File: src/common/epc_consts.vh
/*
 * Constants of the parameter-channel command interpreter: command bytes,
 * status codes, factory defaults and field widths.
 * Assumes inclusion by bare name from design files; holds definitions only.
 */
`ifndef EPC_CONSTS_VH
`define EPC_CONSTS_VH

// Command bytes.
`define EPC_CMD_RD_POS      8'h42
`define EPC_CMD_SET_POS     8'h43
`define EPC_CMD_RD_ANALOG   8'h44
`define EPC_CMD_RD_CNT      8'h46
`define EPC_CMD_INC_CNT     8'h47
`define EPC_CMD_DEL_CNT     8'h49
`define EPC_CMD_RD_DATA     8'h4a
`define EPC_CMD_ST_DATA     8'h4b
`define EPC_CMD_FLD_STAT    8'h4c
`define EPC_CMD_MK_FIELD    8'h4d
`define EPC_CMD_MEM_FREE    8'h4e
`define EPC_CMD_CHG_CODE    8'h4f
`define EPC_CMD_RD_STATUS   8'h50
`define EPC_CMD_RD_TYPE     8'h52
`define EPC_CMD_RESET       8'h53
`define EPC_CMD_SET_ADDR    8'h55
`define EPC_CMD_RD_SERIAL   8'h56
`define EPC_CMD_CFG_IF      8'h57

// Status codes.
`define EPC_ST_OK           8'h00
`define EPC_ST_WATCHDOG     8'h07
`define EPC_ST_CNT_OVF      8'h08
`define EPC_ST_PARITY       8'h09
`define EPC_ST_CHECKSUM     8'h0a
`define EPC_ST_UNK_CMD      8'h0b
`define EPC_ST_BAD_LEN      8'h0c
`define EPC_ST_BAD_ARG      8'h0d
`define EPC_ST_WR_PROT      8'h0e
`define EPC_ST_BAD_CODE     8'h0f
`define EPC_ST_SIZE_FIXED   8'h10
`define EPC_ST_ADDR_RANGE   8'h11
`define EPC_ST_NO_FIELD     8'h12
`define EPC_ST_ANA_MON      8'h1c
`define EPC_ST_CUR_RAM      8'h1d
`define EPC_ST_TEMP         8'h1e
`define EPC_ST_SPEED        8'h1f
`define EPC_ST_ST_UNREL     8'h20
`define EPC_ST_MT_ERR0      8'h21
`define EPC_ST_INIT0        8'h01

// Bit positions inside the synchronised fault vector.
`define EPC_FB_TEMP         1
`define EPC_FB_CUR          2
`define EPC_FB_ANA          3
`define EPC_FB_MT           4
`define EPC_FB_STU          7
`define EPC_FB_SPD          8
`define EPC_FB_WDG          9
`define EPC_FB_INIT         10

// Factory defaults.
`define EPC_DEF_ADDR        8'h40
`define EPC_DEF_IFCFG       8'he4
`define EPC_DEF_CODE        8'h55
`define EPC_DEF_CNT         16'h0000
`define EPC_CNT_MAX         16'hffff
`define EPC_MODEL_CODE      8'h5a

// Widths and expected data-byte counts per command.
`define EPC_POS_W           27
`define EPC_POS_ZERO        27'h0000000
`define EPC_NB_ZERO         4'h0
`define EPC_NB_ONE          4'h1
`define EPC_NB_SETPOS       4'h5
`define EPC_INIT_W          6
`define EPC_MT_W            3
`define EPC_CODE_IDX_W      2
`define EPC_CODE_CODE0      2'h0
`define EPC_CODES           4

`endif

File: src/rtl/epc_code_mem.v
/*
 * Small memory holding the four access codes, loaded with factory values.
 * Assumes one clock, synchronous active-high reset; read data are registered.
 */
`timescale 1ns/100ps
`include "epc_consts.vh"

module epc_code_mem (
    // Clock and reset.
    input  wire        clk_sys,
    input  wire        rst,
    // Write port.
    input  wire        wr_en,
    input  wire [1:0]  wr_idx,
    input  wire [7:0]  wr_data,
    // Read port.
    input  wire [1:0]  rd_idx,
    output reg  [7:0]  rd_data_q
);

    reg [7:0] mem_q [0:`EPC_CODES-1];
    genvar gi;

    // Each code slot returns to its factory value on reset.
    generate
        for (gi = 0; gi < `EPC_CODES; gi = gi + 1) begin : g_slot
            always @(posedge clk_sys) begin
                if (rst) begin
                    mem_q[gi] <= `EPC_DEF_CODE;
                end else if (wr_en && (wr_idx == gi)) begin
                    mem_q[gi] <= wr_data;
                end
            end
        end
    endgenerate

    // Registered read keeps the compare path in the caller short.
    always @(posedge clk_sys) begin
        if (rst) begin
            rd_data_q <= `EPC_DEF_CODE;
        end else begin
            rd_data_q <= mem_q[rd_idx];
        end
    end

endmodule

File: src/rtl/epc_interp.v
/*
 * Parameter-channel command interpreter of an absolute feedback encoder.
 * Assumes a framer has already assembled command frames: one cmd_valid pulse
 * carries command byte, argument bytes, data-byte count and framing flags.
 * All inputs come from logic on clk_sys except the fault levels, which are
 * synchronised here.
 */
// Contract
// - Status reads 00h while no fault has been seen since clearance.
// - Initialization faults report codes 01h to 06h.
// - A watchdog-forced reset is flagged afterwards with 07h.
// - Frame errors report 09h parity, 0Ah checksum, 0Bh command, 0Ch count, 0Dh argument.
// - Data-area errors report 0Eh to 12h.
// - Overspeed 1Fh, unreliable singleturn 20h, multiturn errors 21h to 23h.
// - Monitoring reports 1Ch, 1Dh, 1Eh, and counter overflow 08h.
// - Accept 42h,43h,44h,46h,47h,49h; 42h gives 27-bit position; 49h needs code.
// - Type label 52h returns model code; defaults address 40h, config E4h, codes 55h, counter 0.
// - Protected commands carry an access byte; a mismatch refuses the command.
// - Also accept 4Ah-4Fh, 50h, 53h, 55h, 56h and 57h.
`timescale 1ns/100ps
`include "epc_consts.vh"

module epc_interp (
    // Clock and reset.
    input  wire        clk_sys,
    input  wire        rst,
    // Decoded frame from the framer.
    input  wire        cmd_valid,
    input  wire [7:0]  cmd_byte,
    input  wire [7:0]  cmd_arg0,
    input  wire [7:0]  cmd_arg1,
    input  wire [3:0]  cmd_nbytes,
    input  wire        frame_parity_err,
    input  wire        frame_chk_err,
    // Data-area outcome reported by the memory manager.
    input  wire        data_wr_prot,
    input  wire        data_size_fixed,
    input  wire        data_addr_range,
    input  wire        data_no_field,
    // Fault levels from the sensing logic, and the status clear.
    input  wire [5:0]  init_fault,
    input  wire        wdog_reset_seen,
    input  wire        overspeed,
    input  wire        st_unreliable,
    input  wire [2:0]  mt_fault,
    input  wire        ana_mon_fault,
    input  wire        cur_ram_fault,
    input  wire        temp_fault,
    input  wire        err_clear,
    // Live position.
    input  wire [26:0] position_in,
    // Reply.
    output reg         rsp_valid_q,
    output reg  [7:0]  rsp_cmd_q,
    output reg  [31:0] rsp_data_q,
    output reg         rsp_err_q,
    // Held settings and state.
    output reg  [7:0]  status_q,
    output reg  [7:0]  bus_addr_q,
    output reg  [7:0]  if_cfg_q,
    output reg  [15:0] counter_q,
    output reg  [26:0] pos_offset_q,
    output reg         enc_reset_q
);

    // Known command test, used only for the unknown-command check in decode.
    function is_known;
        input [7:0] c;
        begin
            case (c)
                `EPC_CMD_RD_POS, `EPC_CMD_SET_POS, `EPC_CMD_RD_ANALOG, `EPC_CMD_RD_CNT,
                `EPC_CMD_INC_CNT, `EPC_CMD_DEL_CNT,
                `EPC_CMD_RD_DATA, `EPC_CMD_ST_DATA, `EPC_CMD_FLD_STAT, `EPC_CMD_MK_FIELD,
                `EPC_CMD_MEM_FREE, `EPC_CMD_CHG_CODE, `EPC_CMD_RD_STATUS, `EPC_CMD_RD_TYPE,
                `EPC_CMD_RESET, `EPC_CMD_SET_ADDR, `EPC_CMD_RD_SERIAL, `EPC_CMD_CFG_IF: is_known = 1'b1;
                default: is_known = 1'b0;
            endcase
        end
    endfunction

    // Commands that carry the protection byte in arg0.
    function is_protected;
        input [7:0] c;
        begin
            is_protected = (c == `EPC_CMD_DEL_CNT) || (c == `EPC_CMD_CHG_CODE) ||
                           (c == `EPC_CMD_SET_ADDR) || (c == `EPC_CMD_CFG_IF);
        end
    endfunction

    // Fault levels pass two flops; only the second stage is read.
    reg [15:0] flt_s1_q;
    reg [15:0] flt_s2_q;
    wire [15:0] flt_raw = {init_fault, wdog_reset_seen, overspeed, st_unreliable,
                           mt_fault, ana_mon_fault, cur_ram_fault, temp_fault, 1'b0};
    always @(posedge clk_sys) begin
        if (rst) begin
            flt_s1_q <= 16'h0000;
            flt_s2_q <= 16'h0000;
        end else begin
            flt_s1_q <= flt_raw;
            flt_s2_q <= flt_s1_q;
        end
    end

    // A rising edge of a fault level reports once, unless a refused frame, an overflow or a lower-coded edge takes the same cycle.
    reg  [15:0] flt_old_q;
    wire [15:0] flt_rise = flt_s2_q & ~flt_old_q;

    // Access code memory; code 0 is the one protected commands compare against.
    wire [7:0] code0;
    wire       code_wr;
    epc_code_mem u_codes (
        .clk_sys   (clk_sys),
        .rst       (rst),
        .wr_en     (code_wr),
        .wr_idx    (cmd_arg1[1:0]),
        .wr_data   (cmd_arg1),
        .rd_idx    (`EPC_CODE_CODE0),
        .rd_data_q (code0)
    );

    // Frame checks in priority order: framing, command, count, argument, code.
    wire known     = is_known(cmd_byte);
    reg  [3:0] need_nb;
    always @* begin
        case (cmd_byte)
            `EPC_CMD_SET_POS: need_nb = `EPC_NB_SETPOS;
            `EPC_CMD_RD_ANALOG, `EPC_CMD_DEL_CNT, `EPC_CMD_SET_ADDR, `EPC_CMD_CFG_IF: need_nb = `EPC_NB_ONE;
            `EPC_CMD_CHG_CODE: need_nb = `EPC_NB_ONE + `EPC_NB_ONE;
            default: need_nb = `EPC_NB_ZERO;
        endcase
    end
    // Data-area commands carry a variable count, so the framer's count is trusted there.
    wire var_len = (cmd_byte >= `EPC_CMD_RD_DATA) && (cmd_byte <= `EPC_CMD_MEM_FREE);
    wire len_ok  = var_len || (cmd_nbytes == need_nb);
    wire arg_ok  = !(cmd_byte == `EPC_CMD_SET_ADDR && cmd_arg1 == 8'h00);
    wire code_ok = !is_protected(cmd_byte) || (cmd_arg0 == code0);

    reg [7:0] frame_code;
    always @* begin
        if (frame_parity_err)       frame_code = `EPC_ST_PARITY;
        else if (frame_chk_err)     frame_code = `EPC_ST_CHECKSUM;
        else if (!known)            frame_code = `EPC_ST_UNK_CMD;
        else if (!len_ok)           frame_code = `EPC_ST_BAD_LEN;
        else if (!arg_ok)           frame_code = `EPC_ST_BAD_ARG;
        else if (!code_ok)          frame_code = `EPC_ST_BAD_CODE;
        else if (data_wr_prot)      frame_code = `EPC_ST_WR_PROT;
        else if (data_size_fixed)   frame_code = `EPC_ST_SIZE_FIXED;
        else if (data_addr_range)   frame_code = `EPC_ST_ADDR_RANGE;
        else if (data_no_field)     frame_code = `EPC_ST_NO_FIELD;
        else                        frame_code = `EPC_ST_OK;
    end
    wire cmd_ok = cmd_valid && (frame_code == `EPC_ST_OK);
    wire ovf    = cmd_ok && (cmd_byte == `EPC_CMD_INC_CNT) && (counter_q == `EPC_CNT_MAX);
    // Only an accepted code change writes, so a refused frame leaves every code untouched.
    assign code_wr = cmd_ok && (cmd_byte == `EPC_CMD_CHG_CODE);

    // Fault code from sensed conditions, lowest-numbered class first.
    reg [7:0] sense_code;
    integer i;
    always @* begin
        sense_code = `EPC_ST_OK;
        // Highest codes are written first so that the lowest code is left standing.
        for (i = `EPC_MT_W - 1; i >= 0; i = i - 1) begin
            if (flt_rise[`EPC_FB_MT + i]) sense_code = `EPC_ST_MT_ERR0 + i[7:0];
        end
        if (flt_rise[`EPC_FB_STU])  sense_code = `EPC_ST_ST_UNREL;
        if (flt_rise[`EPC_FB_SPD])  sense_code = `EPC_ST_SPEED;
        if (flt_rise[`EPC_FB_TEMP]) sense_code = `EPC_ST_TEMP;
        if (flt_rise[`EPC_FB_CUR])  sense_code = `EPC_ST_CUR_RAM;
        if (flt_rise[`EPC_FB_ANA])  sense_code = `EPC_ST_ANA_MON;
        if (flt_rise[`EPC_FB_WDG])  sense_code = `EPC_ST_WATCHDOG;
        for (i = `EPC_INIT_W - 1; i >= 0; i = i - 1) begin
            if (flt_rise[`EPC_FB_INIT + i]) sense_code = `EPC_ST_INIT0 + i[7:0];
        end
    end

    // Status holds the latest fault; a new fault in the clear cycle wins.
    reg [7:0] new_code;
    always @* begin
        if (cmd_valid && frame_code != `EPC_ST_OK) new_code = frame_code;
        else if (ovf)                              new_code = `EPC_ST_CNT_OVF;
        else                                       new_code = sense_code;
    end
    always @(posedge clk_sys) begin
        if (rst) begin
            status_q  <= `EPC_ST_OK;
            flt_old_q <= 16'h0000;
        end else begin
            flt_old_q <= flt_s2_q;
            if (new_code != `EPC_ST_OK) begin
                status_q <= new_code;
            end else if (err_clear || (cmd_ok && cmd_byte == `EPC_CMD_RESET)) begin
                status_q <= `EPC_ST_OK;
            end
        end
    end

    // Command execution and reply; settings start at factory values.
    always @(posedge clk_sys) begin
        if (rst) begin
            rsp_valid_q  <= 1'b0;
            rsp_cmd_q    <= 8'h00;
            rsp_data_q   <= 32'h00000000;
            rsp_err_q    <= 1'b0;
            bus_addr_q   <= `EPC_DEF_ADDR;
            if_cfg_q     <= `EPC_DEF_IFCFG;
            counter_q    <= `EPC_DEF_CNT;
            pos_offset_q <= `EPC_POS_ZERO;
            enc_reset_q  <= 1'b0;
        end else begin
            rsp_valid_q <= cmd_valid;
            rsp_cmd_q   <= cmd_valid ? cmd_byte : rsp_cmd_q;
            rsp_err_q   <= cmd_valid && !cmd_ok;
            enc_reset_q <= cmd_ok && (cmd_byte == `EPC_CMD_RESET);
            if (cmd_valid) begin
                rsp_data_q <= {24'h000000, frame_code};
            end
            if (cmd_ok) begin
                case (cmd_byte)
                    `EPC_CMD_RD_POS:    rsp_data_q <= {5'h00, position_in + pos_offset_q};
                    `EPC_CMD_SET_POS:   pos_offset_q <= {cmd_arg1[2:0], 24'h000000} - position_in;
                    `EPC_CMD_RD_ANALOG: rsp_data_q <= {24'h000000, cmd_arg0};
                    `EPC_CMD_RD_CNT:    rsp_data_q <= {16'h0000, counter_q};
                    `EPC_CMD_INC_CNT: begin
                        if (counter_q != `EPC_CNT_MAX) counter_q <= counter_q + 16'h0001;
                        rsp_data_q <= {16'h0000, counter_q};
                    end
                    `EPC_CMD_DEL_CNT:   counter_q <= `EPC_DEF_CNT;
                    `EPC_CMD_RD_STATUS: rsp_data_q <= {24'h000000, status_q};
                    `EPC_CMD_RD_TYPE:   rsp_data_q <= {24'h000000, `EPC_MODEL_CODE};
                    `EPC_CMD_SET_ADDR:  bus_addr_q <= cmd_arg1;
                    `EPC_CMD_CFG_IF:    if_cfg_q <= cmd_arg1;
                    default:            rsp_data_q <= {24'h000000, `EPC_ST_OK};
                endcase
            end
        end
    end

endmodule

File: config.mk
export PLATFORM = sky130hd
export DESIGN_NAME = epc_interp
export DESIGN_NICKNAME = d
export VERILOG_FILES = /design/src/rtl/epc_code_mem.v /design/src/rtl/epc_interp.v
export VERILOG_INCLUDE_DIRS = /design/src /design/src/common
export SDC_FILE = /design/constraint.sdc
export NUM_CORES = 1
export LEC_CHECK = 0
export BUFFER_PORTS_ARGS = -buffer_cell sky130_fd_sc_hd__buf_4
export CORE_ASPECT_RATIO = 0.75
export CORE_UTILIZATION = 55
export DETAILED_ROUTE_END_ITERATION = 10
export PLACE_DENSITY = 0.78
export SLEW_MARGIN = 25
export SYNTH_ARGS = -nofsm -noshare
export SYNTH_HDL_FRONTEND = slang
export SYNTH_HIERARCHICAL = 1
export SYNTH_SLANG_ARGS = --single-unit
export TNS_END_PERCENT = 1
File: constraint.sdc
create_clock -name clk_sys -period 9.1 [get_ports clk_sys]
set_clock_uncertainty 0.1 [all_clocks]
set_input_delay 0.91 -clock clk_sys [delete_from_list [all_inputs] [get_ports clk_sys]]
set_output_delay 0.91 -clock clk_sys [all_outputs]
set_load 0.005 [all_outputs]
==> run_summary.xml <==
<?xml version="1.0" encoding="UTF-8"?>
<metrics>
  <group name="pwr">
    <metric name="pwr-share-comb" unit="">0.094</metric>
    <metric name="power.share.switching" unit="">0.261</metric>
    <metric name="power_frac_clock" unit="">0.414</metric>
    <metric name="switching_power_total" unit="W">0.000478</metric>
    <metric name="power.density_cell_area" unit="nW/µm²">154</metric>
    <metric name="p_leak" unit="nW">4.70</metric>
    <metric name="cellInternalPower" unit="W">0.00135</metric>
    <metric name="irDropWorstVdd" unit="µV">131</metric>
    <metric name="sequential_fraction_of_design_power" unit="">0.491</metric>
    <metric name="finalPower" unit="W">0.00183</metric>
  </group>
  <group name="placed_design">
    <metric name="place_hpwl" unit="µm">19200</metric>
    <metric name="numPortBuffers" unit="">187</metric>
    <metric name="post-place-ws" unit="ns">4.46</metric>
    <metric name="gpl.final_weighted_congestion" unit="">0.914</metric>
  </group>
  <group name="floorplanning">
    <metric name="core_region_area" unit="µm²">17100</metric>
    <metric name="initial_core_util" unit="">0.572</metric>
    <metric name="die-area" unit="µm²">18300</metric>
    <metric name="std_cell_rows" unit="">41</metric>
    <metric name="die-height" unit="µm">117</metric>
    <metric name="floorplan.die.width" unit="µm">156</metric>
    <metric name="floorplan.io_pins" unit="">190</metric>
  </group>
  <group name="yosys">
    <metric name="synth_top_family_by_area" unit="">simple AND/OR/NAND/NOR gates</metric>
    <metric name="synth_top_cell_area_share" unit="">0.330</metric>
    <metric name="synthAdderAreaFrac" unit="">0.0405</metric>
    <metric name="synth_cell_types" unit="">82</metric>
    <metric name="yosysWarnings" unit="">6</metric>
    <metric name="synth-main-ff-cell" unit="">dfxtp_1</metric>
    <metric name="syn_inst" unit="">1047</metric>
    <metric name="ys_ff_latch" unit="">193</metric>
    <metric name="synthesis.area_per_instance" unit="µm²">9.33</metric>
    <metric name="synth.mux.area_fraction" unit="">0.0452</metric>
    <metric name="yosys.cell_count.top_type" unit="">dfxtp_1</metric>
    <metric name="count_of_flip_flops_with_a_built_in_enable_after_synthesis" unit="">32</metric>
    <metric name="netlist.top_cell.by_area" unit="">dfxtp_1</metric>
    <metric name="synthTopCellsByArea" unit="">dfxtp_1 (33%), edfxtp_1 (9.8%), nor2b_1 (3.9%)</metric>
    <metric name="synth-compound-area-share" unit="">0.144</metric>
    <metric name="post_synth_most_frequent_cells" unit="">dfxtp_1 (161), nand2_1 (101), nor2_1 (91), nor2b_1 (61), a21oi_1 (47)</metric>
    <metric name="xor_xnor_fraction_of_synth_area" unit="">0.0655</metric>
    <metric name="synthesis.area" unit="µm²">9770</metric>
    <metric name="async_flop_share" unit="">0</metric>
    <metric name="simple_logic_cell_fraction_of_the_synthesized_area" unit="">0.247</metric>
    <metric name="synth-seq-area-share" unit="">0.428</metric>
  </group>
  <group name="timing">
    <metric name="finalSetupTns" unit="ns">0</metric>
    <metric name="finalSetupViolCount" unit="">0</metric>
    <metric name="grt_setup_unrepaired" unit="">no</metric>
    <metric name="worst_pin_slew" unit="ns">1.05</metric>
    <metric name="period_minus_slack" unit="ns">4.31</metric>
    <metric name="finalMaxSlewViolations" unit="">0</metric>
    <metric name="fin_ws" unit="ns">4.79</metric>
    <metric name="highest_attainable_clock_frequency" unit="MHz">232</metric>
    <metric name="maxSlewHeadroom" unit="">0.298</metric>
    <metric name="report.final.hold_viol_count" unit="">0</metric>
    <metric name="finalCritPeriodShare" unit="">0.473</metric>
  </group>
  <group name="clock_network">
    <metric name="htree_levels" unit="">4</metric>
    <metric name="numCtsBuffers" unit="">17</metric>
    <metric name="tritoncts" unit="">yes</metric>
    <metric name="tritoncts_num_sinks" unit="">193</metric>
    <metric name="cts.root.buffer_cell" unit="">clkbuf_16</metric>
    <metric name="cts_repair_resize_count" unit="">0</metric>
    <metric name="clock_insertion_delay_worst_skew" unit="ns">0.44</metric>
    <metric name="max-clock-path-buffers" unit="">2</metric>
    <metric name="post_cts.repair.setup_buffers" unit="">0</metric>
    <metric name="worst_setup_hold_path_clk_slew" unit="ns">0.08</metric>
    <metric name="cts_hold_buffers" unit="">0</metric>
  </group>
  <group name="critical_path">
    <metric name="worstPathRequired" unit="ns">9.17</metric>
    <metric name="crit_family" unit="">simple AND/OR/NAND/NOR gates</metric>
    <metric name="critical_path.most_common_cell" unit="">nand2b_1</metric>
    <metric name="crit_path_cell_chain" unit="">buf_4, nor3b_4, nand2b_1, o21ai_0, xnor2_1, a31oi_2, or4b_4, nor3_1, and4b_1, nand2b_1</metric>
    <metric name="end_kind" unit="">flip-flop</metric>
    <metric name="critPathKind" unit="">in2reg</metric>
    <metric name="crit_path_top_delay_cell" unit="">nor3_1</metric>
    <metric name="worst-path-buf-inv" unit="">1</metric>
    <metric name="worst_ep_arrival_time" unit="ns">4.38</metric>
    <metric name="worstPathMaxFanout" unit="">12</metric>
    <metric name="worst_path_largest_cell_delay" unit="ns">0.76</metric>
    <metric name="setup.worst_path.start_class" unit="">input port</metric>
  </group>
  <group name="min_path">
    <metric name="worstHoldPathType" unit="">reg2reg</metric>
  </group>
  <group name="finish">
    <metric name="area_delta_synth_final" unit="%">22.0</metric>
    <metric name="n_antenna_cell" unit="">0</metric>
    <metric name="drive_above_1_share" unit="">0.239</metric>
    <metric name="finish.net_count" unit="">1329</metric>
  </group>
  <group name="global_route">
    <metric name="gr-usage-all-layers" unit="">0.290</metric>
    <metric name="number_of_antenna_violations_at_the_first_check_in_global_routing" unit="">0</metric>
    <metric name="grt_pass1_wl" unit="µm">41200</metric>
    <metric name="number_of_global_route_vias_before_repair" unit="">7672</metric>
    <metric name="grt_total_ovfl" unit="">0</metric>
    <metric name="pin_count_of_the_biggest_net_entering_global_routing" unit="">85</metric>
  </group>
  <group name="routing">
    <metric name="wirelength" unit="µm">26100</metric>
    <metric name="post_drt_wl_per_cell" unit="µm">17.8</metric>
    <metric name="detail_route.first_pass.iterations" unit="">5</metric>
    <metric name="post-route-drc-count" unit="">0</metric>
    <metric name="viasPerCell" unit="">5.68</metric>
    <metric name="drt_iter0_drc" unit="">860</metric>
    <metric name="ant_nets" unit="">0</metric>
    <metric name="num_vias" unit="">8332</metric>
  </group>
  <group name="run">
    <metric name="max_cap_viol_count" unit="">0</metric>
  </group>
  <group name="run_status">
    <metric name="outcome" unit="">completed</metric>
  </group>
</metrics>
==> kinds of logic after synthesis <==
logic type	count (synthesis)
muxes	33
and+or+nand+nor	449
AOI/OAI and AO/OA	205
DFF	193
buffers and inverters	62
xor gates and xnor gates	73
other	1
adders and majority gates	31
==> cells in the final DEF (no fill, tap or decap), types with 10 or more instances in the layout <==
cell type,Yosys,layout
nor4_1,11,11
edfxtp_1,32,32
a21oi_1,47,47
mux2i_1,25,25
o21bai_1,10,10
nand3_1,23,23
nand2_2,19,19
inv_1,20,20
nor3_1,28,28
ha_1,30,30
nand2_1,101,101
nand2b_1,33,33
dfxtp_1,161,161
nor2b_1,61,61
xor2_1,31,31
buf_4,3,190
and2_1,24,24
nor2_1,91,91
clkbuf_16,0,18
xnor2_1,42,42
a21oi_2,19,19
o21ai_0,38,38
==> stage by stage <==
step                area (µm²)  hold WS [ns]  std cells  utilization
detailed placement       11300         0.322       1435        0.661
floorplan                 9780         0.314       1050            -
CTS                      11900         0.334       1467        0.697
global placement         11300         0.317       1435        0.661
global route             11900         0.351       1467        0.698
finish                   11900         0.332       1467        0.698
==> power groups by stage <==
stage | clock, W | sequential (W) | combinational, W
2_1_floorplan | 0 | 0.000915 | 0.0000988
6_report | 0.000759 | 0.000900 | 0.000172
3_3_place_gp | 0 | 0.000919 | 0.000167
5_1_grt | 0.000803 | 0.000902 | 0.000187
4_1_cts | 0.000769 | 0.000900 | 0.000171
3_5_place_dp | 0 | 0.000919 | 0.000169
==> sequential cells by signal (all words and copies together) (netlist names) <==
name and flops:
enc_reset_q 1, pos_offset_q 27, if_cfg_q 8, status_q 6
u_codes/mem_q 32, rsp_cmd_q 8, bus_addr_q 8, u_codes/rd_data_q 8
rsp_err_q 1, rsp_data_q 32, flt_s2_q 15, rsp_valid_q 1
flt_s1_q 15, flt_old_q 15, counter_q 16
==> final timing paths <==
check             cells after the start                                 to  slack [ns]                            start
hold / removal                        1             flt_s2_q[3]$_SDFF_PP0_        0.33           flt_s1_q[3]$_SDFF_PP0_
setup reg to reg                      9  u_codes/mem_q[3][4]$_SDFFCE_PN1P_        5.16  u_codes/rd_data_q[3]$_SDFF_PP0_
setup / recovery                     10  u_codes/mem_q[3][4]$_SDFFCE_PN1P_        4.79                      cmd_byte[5]
hold reg to reg                       1             flt_s2_q[3]$_SDFF_PP0_        0.33           flt_s1_q[3]$_SDFF_PP0_
==> layer usage <==
layer,up-vias,part of all wire,GRT usage
met4,0,0.016,0.0766
met3,37,0.098,0.0843
met1,3883,0.46,0.422
li1,4018,-,-
met2,394,0.43,0.418
met5,-,0,0
==> cell type report <==
cell class / count / area, µm²
flip-flops and latches: 193 / 4180
inverters: 21 / 78.8
clock inverters: 14 / 163
multi-input cells: 795 / 5320
well taps: 236 / 295
repair buffers: 190 / 1430
fillers: 1353 / 5170
clock buffers: 18 / 450
Note: power is estimated with default switching activity, not from simulation.
